==> src/design/interval_timer_pkg.sv <==
// constants, register map and carrier types for the clock prescaler and interval timer
// Summary of operation
// - eight-bit counter runs freely, halted in plain stop and while main is stopped on sub clock
// - counter steps on prescaler pulse, ratio 8..1024
// - wrap from max to zero sets irq flag
// - clear bit write zeroes counter, counting resumes
// - clear bit drops back after one cycle
// - low three control bits pick prescaler tap
// - shared address reads counter, writes control
// - stop with rc select keeps only timer and enabled sub clock alive
// - counter overflow drives watchdog time base
// - reset-enable bit picks watchdog or plain timer
// - mode bits zero and one pick system clock
// - sub clock selected, bit two stops main
// - after reset fastest prescaled clock is used
// - peripheral clock undivided or divided to 4096
// - stop gates peripheral clock, wake restores it
// - main oscillator enters through divide-by-two flop except at peripheral code zero
// - sub oscillator runs only while enabled
package interval_timer_pkg;

  // register offsets, byte addresses on the plain port
  localparam logic [7:0] OFS_SYSTEM_CLOCK_MODE = 8'hf1;
  localparam logic [7:0] OFS_COUNT_AND_CONTROL = 8'hf2;
  localparam logic [7:0] OFS_PERIPH_CLOCK_SEL = 8'hf3;
  localparam logic [7:0] OFS_PORT_SELECT_ONE = 8'hf9;

  // clock_control field positions
  localparam int CTL_TAP_LSB = 0;
  localparam int CTL_TAP_W = 3;
  localparam int CTL_CLEAR_BIT = 3;
  localparam int CTL_WDT_RESET_BIT = 4;
  localparam int CTL_RC_WDT_BIT = 5;

  // system_clock_mode field positions and select codes
  localparam int SCM_SEL_LSB = 0;
  localparam int SCM_MAIN_STOP_BIT = 2;
  localparam logic [1:0] SYSCLK_FASTEST = 2'h0;
  localparam logic [1:0] SYSCLK_DIV8 = 2'h1;

  // port_select_register_one field position
  localparam int PORT_SELECT_REGISTER_ONE_SUB_OSC_EN_BIT = 3;

  // widths and reset values
  localparam int COUNT_W = 8;
  localparam int PRESCALE_W = 11;
  localparam int PERIPH_SEL_W = 4;
  localparam logic [7:0] COUNT_RESET = 8'h00;
  localparam logic [7:0] COUNT_MAX = 8'hff;
  localparam logic [10:0] PRESCALE_RESET = 11'h000;
  localparam logic [2:0] TAP_RESET = 3'h0;
  localparam logic [2:0] SCM_RESET = 3'h0;
  localparam logic [7:0] PORT_SELECT_REGISTER_ONE_RESET = 8'h00;
  localparam logic [3:0] PERIPH_SEL_RESET = 4'h0;
  localparam logic [7:0] RDATA_IDLE = 8'h00;

  // division ratios against the oscillator
  localparam int TAP_RATIO_MIN = 8;
  localparam int TAP_RATIO_MAX = 1024;
  localparam logic [3:0] PERIPH_SEL_MAX = 4'hc;

  // power states
  typedef enum logic [1:0] {PWR_RUN, PWR_STOP, PWR_STOP_RC} power_type;

  // register port request from the cpu side
  typedef struct packed {
    logic [7:0] addr;
    logic [7:0] wdata;
    logic wr;
    logic rd;
  } reg_req_type;

  // oscillator run enables driven to the analog cells
  typedef struct packed {
    logic main_run;
    logic sub_run;
    logic rc_run;
  } osc_ctrl_type;

endpackage : interval_timer_pkg

==> src/design/clock_prescaler_interval_timer.sv <==
// clock selection, prescaler and free-running interval timer
//
// The address-and-strobe port was decided locally.
`timescale 1ns/1ns
module clock_prescaler_interval_timer
  import interval_timer_pkg::*;
(
  input wire logic clk_sys, // system clock, 100 MHz
  input wire logic rst_n, // asynchronous reset, active low
  input wire reg_req_type reg_req, // register port request
  output logic [7:0] reg_rdata, // read data, one cycle after read strobe
  input wire logic main_osc_in, // main oscillator pin level
  input wire logic sub_osc_in, // sub oscillator pin level
  input wire logic rc_osc_in, // internal rc oscillator level
  input wire logic stop_request, // stop instruction executed, pulse
  input wire logic wake_request, // stop release event, pulse
  input wire logic irq_flag_clear, // cpu acknowledges the interrupt
  output logic interval_timer_irq_flag, // sticky overflow flag
  output logic wdt_count_pulse, // watchdog time base, one pulse per wrap
  output logic watchdog_reset_enable, // watchdog resets cpu when high
  output logic sys_clock_pulse, // selected system clock tick
  output logic periph_clock_pulse, // peripheral clock tick
  output osc_ctrl_type osc_ctrl, // oscillator run enables
  output power_type power_state // current power state
);

  // complete state of the block
  typedef struct packed {
    logic [1:0] main_sync; // main pin synchroniser
    logic main_prev; // last synchronised main level
    logic main_half; // divide-by-two flop
    logic [1:0] sub_sync; // sub pin synchroniser
    logic sub_prev; // last synchronised sub level
    logic [1:0] rc_sync; // rc pin synchroniser
    logic rc_prev; // last synchronised rc level
    logic [PRESCALE_W-1:0] prescale; // prescaler chain
    logic [COUNT_W-1:0] count; // interval counter
    logic [CTL_TAP_W-1:0] tap; // prescaler tap select
    logic count_clear; // self-clearing clear bit
    logic wdt_reset_en; // watchdog reset enable
    logic rc_wdt_sel; // rc watchdog select
    logic [2:0] scm; // system clock mode
    logic [7:0] port_select_register_one; // port select register one
    logic [PERIPH_SEL_W-1:0] periph_sel; // peripheral divide select
    power_type power; // power state
    logic irq_flag; // overflow flag
    logic wdt_tick; // watchdog time base pulse
    logic sys_pulse; // system clock pulse
    logic periph_pulse; // peripheral clock pulse
    logic [7:0] rdata; // read data
    osc_ctrl_type osc; // oscillator enables
  } state_type;

  // one struct holds every flop, so reset and the register copy stay in step;
  // the price is that each field needs its own constant in the reset branch
  // below, because the reset branch may only load constants
  state_type s; // registered state
  state_type next_s; // next state

  // combinational helpers shared with the assertions
  logic main_edge; // synchronised main rising edge
  logic main_tick; // main clock after divide-by-two
  logic sub_edge; // synchronised sub rising edge
  logic rc_edge; // synchronised rc rising edge
  logic count_step; // interval counter step
  logic overflow; // counter wrap this cycle
  logic ctl_write; // write to shared address
  logic [7:0] read_mux; // read value before register

  // true when prescale bits 0..n are all ones, so the next tick carries past bit n
  function automatic logic carry_out(input logic [PRESCALE_W-1:0] pre, input int n);
    logic ok;
    ok = 1'b1;
    for (int i = 0; i < PRESCALE_W; i++) begin
      if (i <= n) begin
        ok = ok & pre[i];
      end
    end
    return ok;
  endfunction

  // next state
  always_comb begin
    next_s = s;

    // synchronisers: first stage feeds only the second
    next_s.main_sync = {s.main_sync[0], main_osc_in};
    next_s.sub_sync = {s.sub_sync[0], sub_osc_in};
    next_s.rc_sync = {s.rc_sync[0], rc_osc_in};
    next_s.main_prev = s.main_sync[1];
    next_s.sub_prev = s.sub_sync[1];
    next_s.rc_prev = s.rc_sync[1];

    // edges of the oscillators, only while they are allowed to run
    main_edge = s.main_sync[1] & ~s.main_prev & s.osc.main_run;
    sub_edge = s.sub_sync[1] & ~s.sub_prev & s.osc.sub_run;
    rc_edge = s.rc_sync[1] & ~s.rc_prev & s.osc.rc_run;

    // divide-by-two: duty cycle of the pin never reaches the tree
    main_tick = main_edge & s.main_half;
    if (main_edge) begin
      next_s.main_half = ~s.main_half;
    end

    // prescaler runs on the halved main clock, halted in any stop
    if (main_tick && s.power == PWR_RUN) begin
      next_s.prescale = s.prescale + 1'b1;
    end

    // counter step: tap n divides the oscillator by 8 << n
    count_step = 1'b0;
    unique case (s.power)
      PWR_RUN: count_step = main_tick & carry_out(s.prescale, int'(s.tap) + 1);
      PWR_STOP_RC: count_step = rc_edge;
      PWR_STOP: count_step = 1'b0;
      default: count_step = 1'b0; // illegal code never steps
    endcase

    // clear has priority over a step in the same cycle
    overflow = count_step & ~s.count_clear & (s.count == COUNT_MAX);
    if (s.count_clear) begin
      next_s.count = COUNT_RESET;
    end else if (count_step) begin
      next_s.count = s.count + 1'b1;
    end

    // wrap raises the flag and the watchdog time base; set wins over clear
    next_s.wdt_tick = overflow;
    if (overflow) begin
      next_s.irq_flag = 1'b1;
    end else if (irq_flag_clear) begin
      next_s.irq_flag = 1'b0;
    end

    // clear bit lives exactly one machine cycle
    next_s.count_clear = 1'b0;

    // register writes
    ctl_write = reg_req.wr & (reg_req.addr == OFS_COUNT_AND_CONTROL);
    if (ctl_write) begin
      // a write here never touches the counter value directly
      next_s.tap = reg_req.wdata[CTL_TAP_LSB +: CTL_TAP_W];
      next_s.count_clear = reg_req.wdata[CTL_CLEAR_BIT];
      next_s.wdt_reset_en = reg_req.wdata[CTL_WDT_RESET_BIT];
      next_s.rc_wdt_sel = reg_req.wdata[CTL_RC_WDT_BIT];
    end
    if (reg_req.wr && reg_req.addr == OFS_SYSTEM_CLOCK_MODE) begin
      next_s.scm = reg_req.wdata[2:0];
    end
    if (reg_req.wr && reg_req.addr == OFS_PERIPH_CLOCK_SEL) begin
      next_s.periph_sel = reg_req.wdata[PERIPH_SEL_W-1:0];
    end
    if (reg_req.wr && reg_req.addr == OFS_PORT_SELECT_ONE) begin
      next_s.port_select_register_one = reg_req.wdata;
    end

    // read path: shared address answers with the counter
    // the control bits at that address cannot be read back, so software
    // must keep its own copy of the tap and mode bits
    read_mux = RDATA_IDLE;
    unique case (reg_req.addr)
      OFS_COUNT_AND_CONTROL: read_mux = s.count;
      OFS_SYSTEM_CLOCK_MODE: read_mux = {5'h00, s.scm};
      OFS_PERIPH_CLOCK_SEL: read_mux = {4'h0, s.periph_sel};
      OFS_PORT_SELECT_ONE: read_mux = s.port_select_register_one;
      default: read_mux = RDATA_IDLE; // unmapped reads as zero
    endcase
    next_s.rdata = reg_req.rd ? read_mux : RDATA_IDLE;

    // power sequencing: rc select at the stop decides the mode
    // the select bit is only looked at on the stop pulse, so changing it
    // while already stopped has no effect until the next stop
    // wake always lands in run, whichever stop was in force
    unique case (s.power)
      PWR_RUN: begin
        if (stop_request) begin
          next_s.power = s.rc_wdt_sel ? PWR_STOP_RC : PWR_STOP;
        end
      end
      PWR_STOP, PWR_STOP_RC: begin
        if (wake_request) begin
          next_s.power = PWR_RUN;
        end
      end
      default: next_s.power = PWR_RUN; // illegal code recovers to run
    endcase

    // rc and main enables follow the next power state, sub enable follows its port select bit
    next_s.osc.rc_run = (next_s.power == PWR_STOP_RC);
    next_s.osc.sub_run = next_s.port_select_register_one[PORT_SELECT_REGISTER_ONE_SUB_OSC_EN_BIT];
    next_s.osc.main_run = (next_s.power == PWR_RUN) &&
      !(next_s.scm[1] && next_s.scm[SCM_MAIN_STOP_BIT]);

    // system clock selection; sub codes share the top bit
    unique case (s.scm[1:0])
      SYSCLK_FASTEST: next_s.sys_pulse = main_tick;
      SYSCLK_DIV8: next_s.sys_pulse = main_tick & carry_out(s.prescale, 1);
      default: next_s.sys_pulse = sub_edge;
    endcase

    // peripheral clock, gated off whenever a stop is in force
    if (s.power != PWR_RUN) begin
      next_s.periph_pulse = 1'b0;
    end else if (s.periph_sel == 4'h0) begin
      next_s.periph_pulse = main_edge;
    end else if (s.periph_sel == 4'h1) begin
      next_s.periph_pulse = main_tick;
    end else if (s.periph_sel >= PERIPH_SEL_MAX) begin
      // codes above the largest ratio saturate at divide-by-4096
      next_s.periph_pulse = main_tick & carry_out(s.prescale, int'(PERIPH_SEL_MAX) - 2);
    end else begin
      next_s.periph_pulse = main_tick & carry_out(s.prescale, int'(s.periph_sel) - 2);
    end
  end

  // state register; constants only under reset
  always_ff @(posedge clk_sys or negedge rst_n) begin
    if (!rst_n) begin
      s.main_sync <= 2'h0;
      s.main_prev <= 1'b0;
      s.main_half <= 1'b0;
      s.sub_sync <= 2'h0;
      s.sub_prev <= 1'b0;
      s.rc_sync <= 2'h0;
      s.rc_prev <= 1'b0;
      s.prescale <= PRESCALE_RESET;
      s.count <= COUNT_RESET;
      s.tap <= TAP_RESET;
      s.count_clear <= 1'b0;
      s.wdt_reset_en <= 1'b0;
      s.rc_wdt_sel <= 1'b0;
      s.scm <= SCM_RESET;
      s.port_select_register_one <= PORT_SELECT_REGISTER_ONE_RESET;
      s.periph_sel <= PERIPH_SEL_RESET;
      s.power <= PWR_RUN;
      s.irq_flag <= 1'b0;
      s.wdt_tick <= 1'b0;
      s.sys_pulse <= 1'b0;
      s.periph_pulse <= 1'b0;
      s.rdata <= RDATA_IDLE;
      s.osc <= '{main_run: 1'b1, sub_run: 1'b0, rc_run: 1'b0};
    end else begin
      s <= next_s;
    end
  end

  // outputs straight from flops
  assign reg_rdata = s.rdata;
  assign interval_timer_irq_flag = s.irq_flag;
  assign wdt_count_pulse = s.wdt_tick;
  assign watchdog_reset_enable = s.wdt_reset_en;
  assign sys_clock_pulse = s.sys_pulse;
  assign periph_clock_pulse = s.periph_pulse;
  assign osc_ctrl = s.osc;
  assign power_state = s.power;
endmodule // clock_prescaler_interval_timer

==> config.mk <==
export PLATFORM = sky130hd
export DESIGN_NAME = clock_prescaler_interval_timer
export DESIGN_NICKNAME = d
export VERILOG_FILES = /design/src/design/interval_timer_pkg.sv /design/src/design/clock_prescaler_interval_timer.sv
export SDC_FILE = /design/constraint.sdc
export NUM_CORES = 1
export LEC_CHECK = 0
export BUFFER_PORTS_ARGS = -buffer_cell sky130_fd_sc_hd__clkbuf_2
export CORE_MARGIN = 8
export CORE_UTILIZATION = 50
export CTS_BUF_LIST = sky130_fd_sc_hd__clkbuf_4 sky130_fd_sc_hd__clkbuf_8
export DETAILED_ROUTE_END_ITERATION = 12
export PLACE_DENSITY_LB_ADDON = 0.2
export SYNTH_ARGS = -nofsm -noshare
export SYNTH_HDL_FRONTEND = slang
export SYNTH_SLANG_ARGS = --single-unit
==> constraint.sdc <==
create_clock -name clk_sys -period 2.67 [get_ports clk_sys]
set_input_delay 0.1335 -clock clk_sys [delete_from_list [all_inputs] [get_ports clk_sys]]
set_output_delay 0.1335 -clock clk_sys [all_outputs]
set_load 0.005 [all_outputs]
==> impl_metrics.ini <==
[sta]
drv_slew = 0
holdWs_ns = 0.0270
rsz0062_at_grt = no
worst_pin_slew_ns = 0.987
tns_ns = 0
finalSetupViolCount = 0
period_share_pct = 92.6
timing.final.ws_setup_ns = 0.197
hold_viol = 0
slew_headroom_pct = 34.2
clock_skew_ns = 0.0134
fmax_mhz = 404
fin_crit_ns = 2.47

[floorplanning]
die-area_sq_um = 9880
start_util_pct = 51.4
io_pins = 44
die_w_um = 99.4
die_height_um = 99.4
core_sq_um = 6760
fp-row-count = 30

[detailed_routing]
first_pass_iters = 4
remaining_drc_errors = 0
wl_met2_um = 3130
drt_iter0_drc = 99
ant_nets = 0
via_count = 2594
wl_met3_um = 400
drt-vias-per-instance = 5.63
wl_per_cell_um = 16.1
top_layer = met4
wl_um = 7420
wl_met1_um = 3790

[power_and_ir_drop]
p_per_area_nw_per_um2 = 583
ir_drop_mv = 0.427
leakage_nw = 1.83
finalPower_mw = 2.28

[setup_path]
cp-end-kind = flop
cp_max_fo = 13
critPathRequiredTime_ns = 2.93
crit_chain = inv_1 -> ha_1 -> buf_4 -> or2_0 -> o21a_1 -> o311a_1 -> a2111oi_1 -> o2111ai_1 -> o22ai_1
crit_type = flop to flop
rr_startpoint = s[19]$_DFFE_PN0P_
worst-endpoint-arrival_ns = 2.73
critical_path.slowest_cell = dfrtp_1
cp-startpoint = s[19]$_DFFE_PN0P_
cpPeakStageDelay_ns = 0.44
cp-start-kind = flop

[logic_synthesis]
synth_cells = 334
yosysSeqAreaShare_pct = 47.6
synth-main-ff-cell = dfrtp_1
synth_edf_count = 0
async_flop_share_pct = 100
synth.distinct_cells = 61
synthesis.nets = 375
ys_ff_latch = 66
syn_area_per_cell_sq_um = 10.4
yosys_warnings = 0
synthesis.area_sq_um = 3480

[clock_network]
cts_tree = built
numClockSinks = 66
clock_latency_ns = 0.34
htreeDepth = 3
cts_setup_buffers = 0
clk_pin_slew_ns = 0.08
cts_buffers = 9
cts_buffer_depth = 2
clockRootBuffer = clkbuf_8

[layout]
area_growth_pct = 12.7
layout.nets = 417
num-fill-cells = 628
layout-drive-gt1-share_pct = 25.5
final_cell_area_sq_um = 3920
fin_util_pct = 58.0
fin_cells = 461
antenna-diode-count = 0

[placement]
hpwl_um = 5610
dp.cells = 441
routabilityCongestion = 0.910
numPortBuffers = 43
place_ws_ns = 0.138
post_dp_cell_area_sq_um = 3700

[global_route]
antenna_found_initial = 0
grt_max_degree = 47
gr-total-overflow = 0
track_usage_pct = 16.1
grt_pass1_wl_um = 12500
grt_pass1_vias = 2583

[status]
status = completed

[worst_hold_path]
hp-start = reg_req[8]
hold_class = input pin to flop

[run]
maxCapViolations = 0
## worst max-delay path: cells and delay by family (launching register included)
family,cells,cell delay [ns]
compound gates,5,1.20
fa+ha+maj,1,0.23
buf+inv,2,0.32
flops,1,0.44
simple gates,1,0.20
## Yosys cell counts, types with 2 or more instances
master	instances	share of area [%]
and2_1	2	0.36
and3_1	3	0.54
nor4_1	2	0.36
nand3_1	7	1.0
ha_1	15	5.4
buf_4	13	2.8
xor2_1	5	1.3
o211ai_1	3	0.65
nand2b_1	2	0.36
nand3b_1	3	0.65
nor2b_1	2	0.36
o2111ai_1	2	0.50
mux2i_1	4	1.2
buf_2	4	0.58
clkbuf_1	5	0.54
o21ai_0	12	1.7
inv_1	20	2.2
xnor2_1	8	2.0
o31ai_1	3	0.65
o31a_1	2	0.50
mux2_2	19	6.2
nand4_1	5	0.90
a21oi_1	21	3.0
nor3_1	6	0.86
nand2_1	27	2.9
a221oi_1	4	1.0
nor2_1	24	2.6
dfrtp_1	65	47
o22ai_1	4	0.72
or3_1	8	1.4
a22oi_1	4	0.86
## layout by cell type, fill, tap and decap left out, types with 2 or more instances in the layout
master	n
a22oi_1	4
a221oi_1	4
and2_1	2
o21ai_0	12
nor3_1	6
mux2_2	19
nor4_1	2
ha_1	15
nand3_1	7
nand4_1	5
nor2b_1	2
mux2i_1	4
a21oi_1	21
dfrtp_1	64
o31ai_1	3
nand2b_1	2
dlygate4sd3_1	4
xnor2_1	8
o22ai_1	4
nand3b_1	3
or3_1	8
clkinv_2	4
nand2_1	27
o2111ai_1	2
nor3b_2	2
nor2_1	24
o211ai_1	3
inv_1	20
xor2_1	5
buf_4	8
clkbuf_8	9
clkbuf_2	42
and3_1	3
o31a_1	2
## flip-flops by register name, indices dropped and copies added (netlist names)
register	flops
next_s	6
reg_rdata	8
interval_timer_irq_flag	1
sys_clock_pulse	1
osc_ctrl	3
wdt_count_pulse	1
periph_clock_pulse	1
power_state	2
watchdog_reset_enable	1
s	42
## worst paths after layout
kind	cells past startpoint	slack (ns)	endpoint
min in group asynchronous	2	0.49	s[45]$_DFFE_PN0P_
max	9	0.20	periph_clock_pulse$_DFF_PN0_
max reg2reg	9	0.20	periph_clock_pulse$_DFF_PN0_
max in group asynchronous	3	1.43	s[46]$_DFFE_PN0P_
min	2	0.03	s[27]$_DFFE_PN0P_
min reg2reg	0	0.35	next_s[64]$_DFF_PN0_
## area by class of cell
type                       count  area [sq um]  share of cell area, %
sequential                    66          1650                   42.2
multi-input combinational    224          1600                   40.9
timing repair buffer          55           315                   8.05
clock buffer                   9           124                   3.16
tap                           80           100                   2.56
inverter                      20          75.1                   1.92
clock inverter                 7          45.0                   1.15
## repair_timing
action | in CTS | in global routing
hold endpoints to repair | 46 | 0
hold buffers | 4 | 0
resized for setup | 0 | 3
setup endpoints to repair | 0 | 1
## report_power, final
part	leakage, nW	switching (mW)	internal [mW]
Combinational	0.865	0.197	0.167
Clock	0.0891	0.392	0.335
Sequential	0.871	0.105	1.09
Total	1.83	0.694	1.59
## cells by family after synthesis
kind of cell               after synthesis  share of synthesized area (%)
AOI/OAI and AO/OA                       67                           12.9
and+or+nand+nor                        104                           16.1
xor gates and xnor gates                14                           3.92
muxes                                   24                           7.63
adders and majority gates               15                           5.40
DFF                                     66                           47.6
buffers and inverters                   44                           6.52
## layer usage
| metal | GRT usage [%] | vias to the layer above |
|---|---|---|
| met5 | 0 | - |
| met3 | 3.49 | 9 |
| met2 | 22.2 | 68 |
| li1 | - | 1262 |
| met1 | 23.1 | 1255 |
| met4 | 7.57 | 0 |
Note: power is estimated with default switching activity, not from simulation.
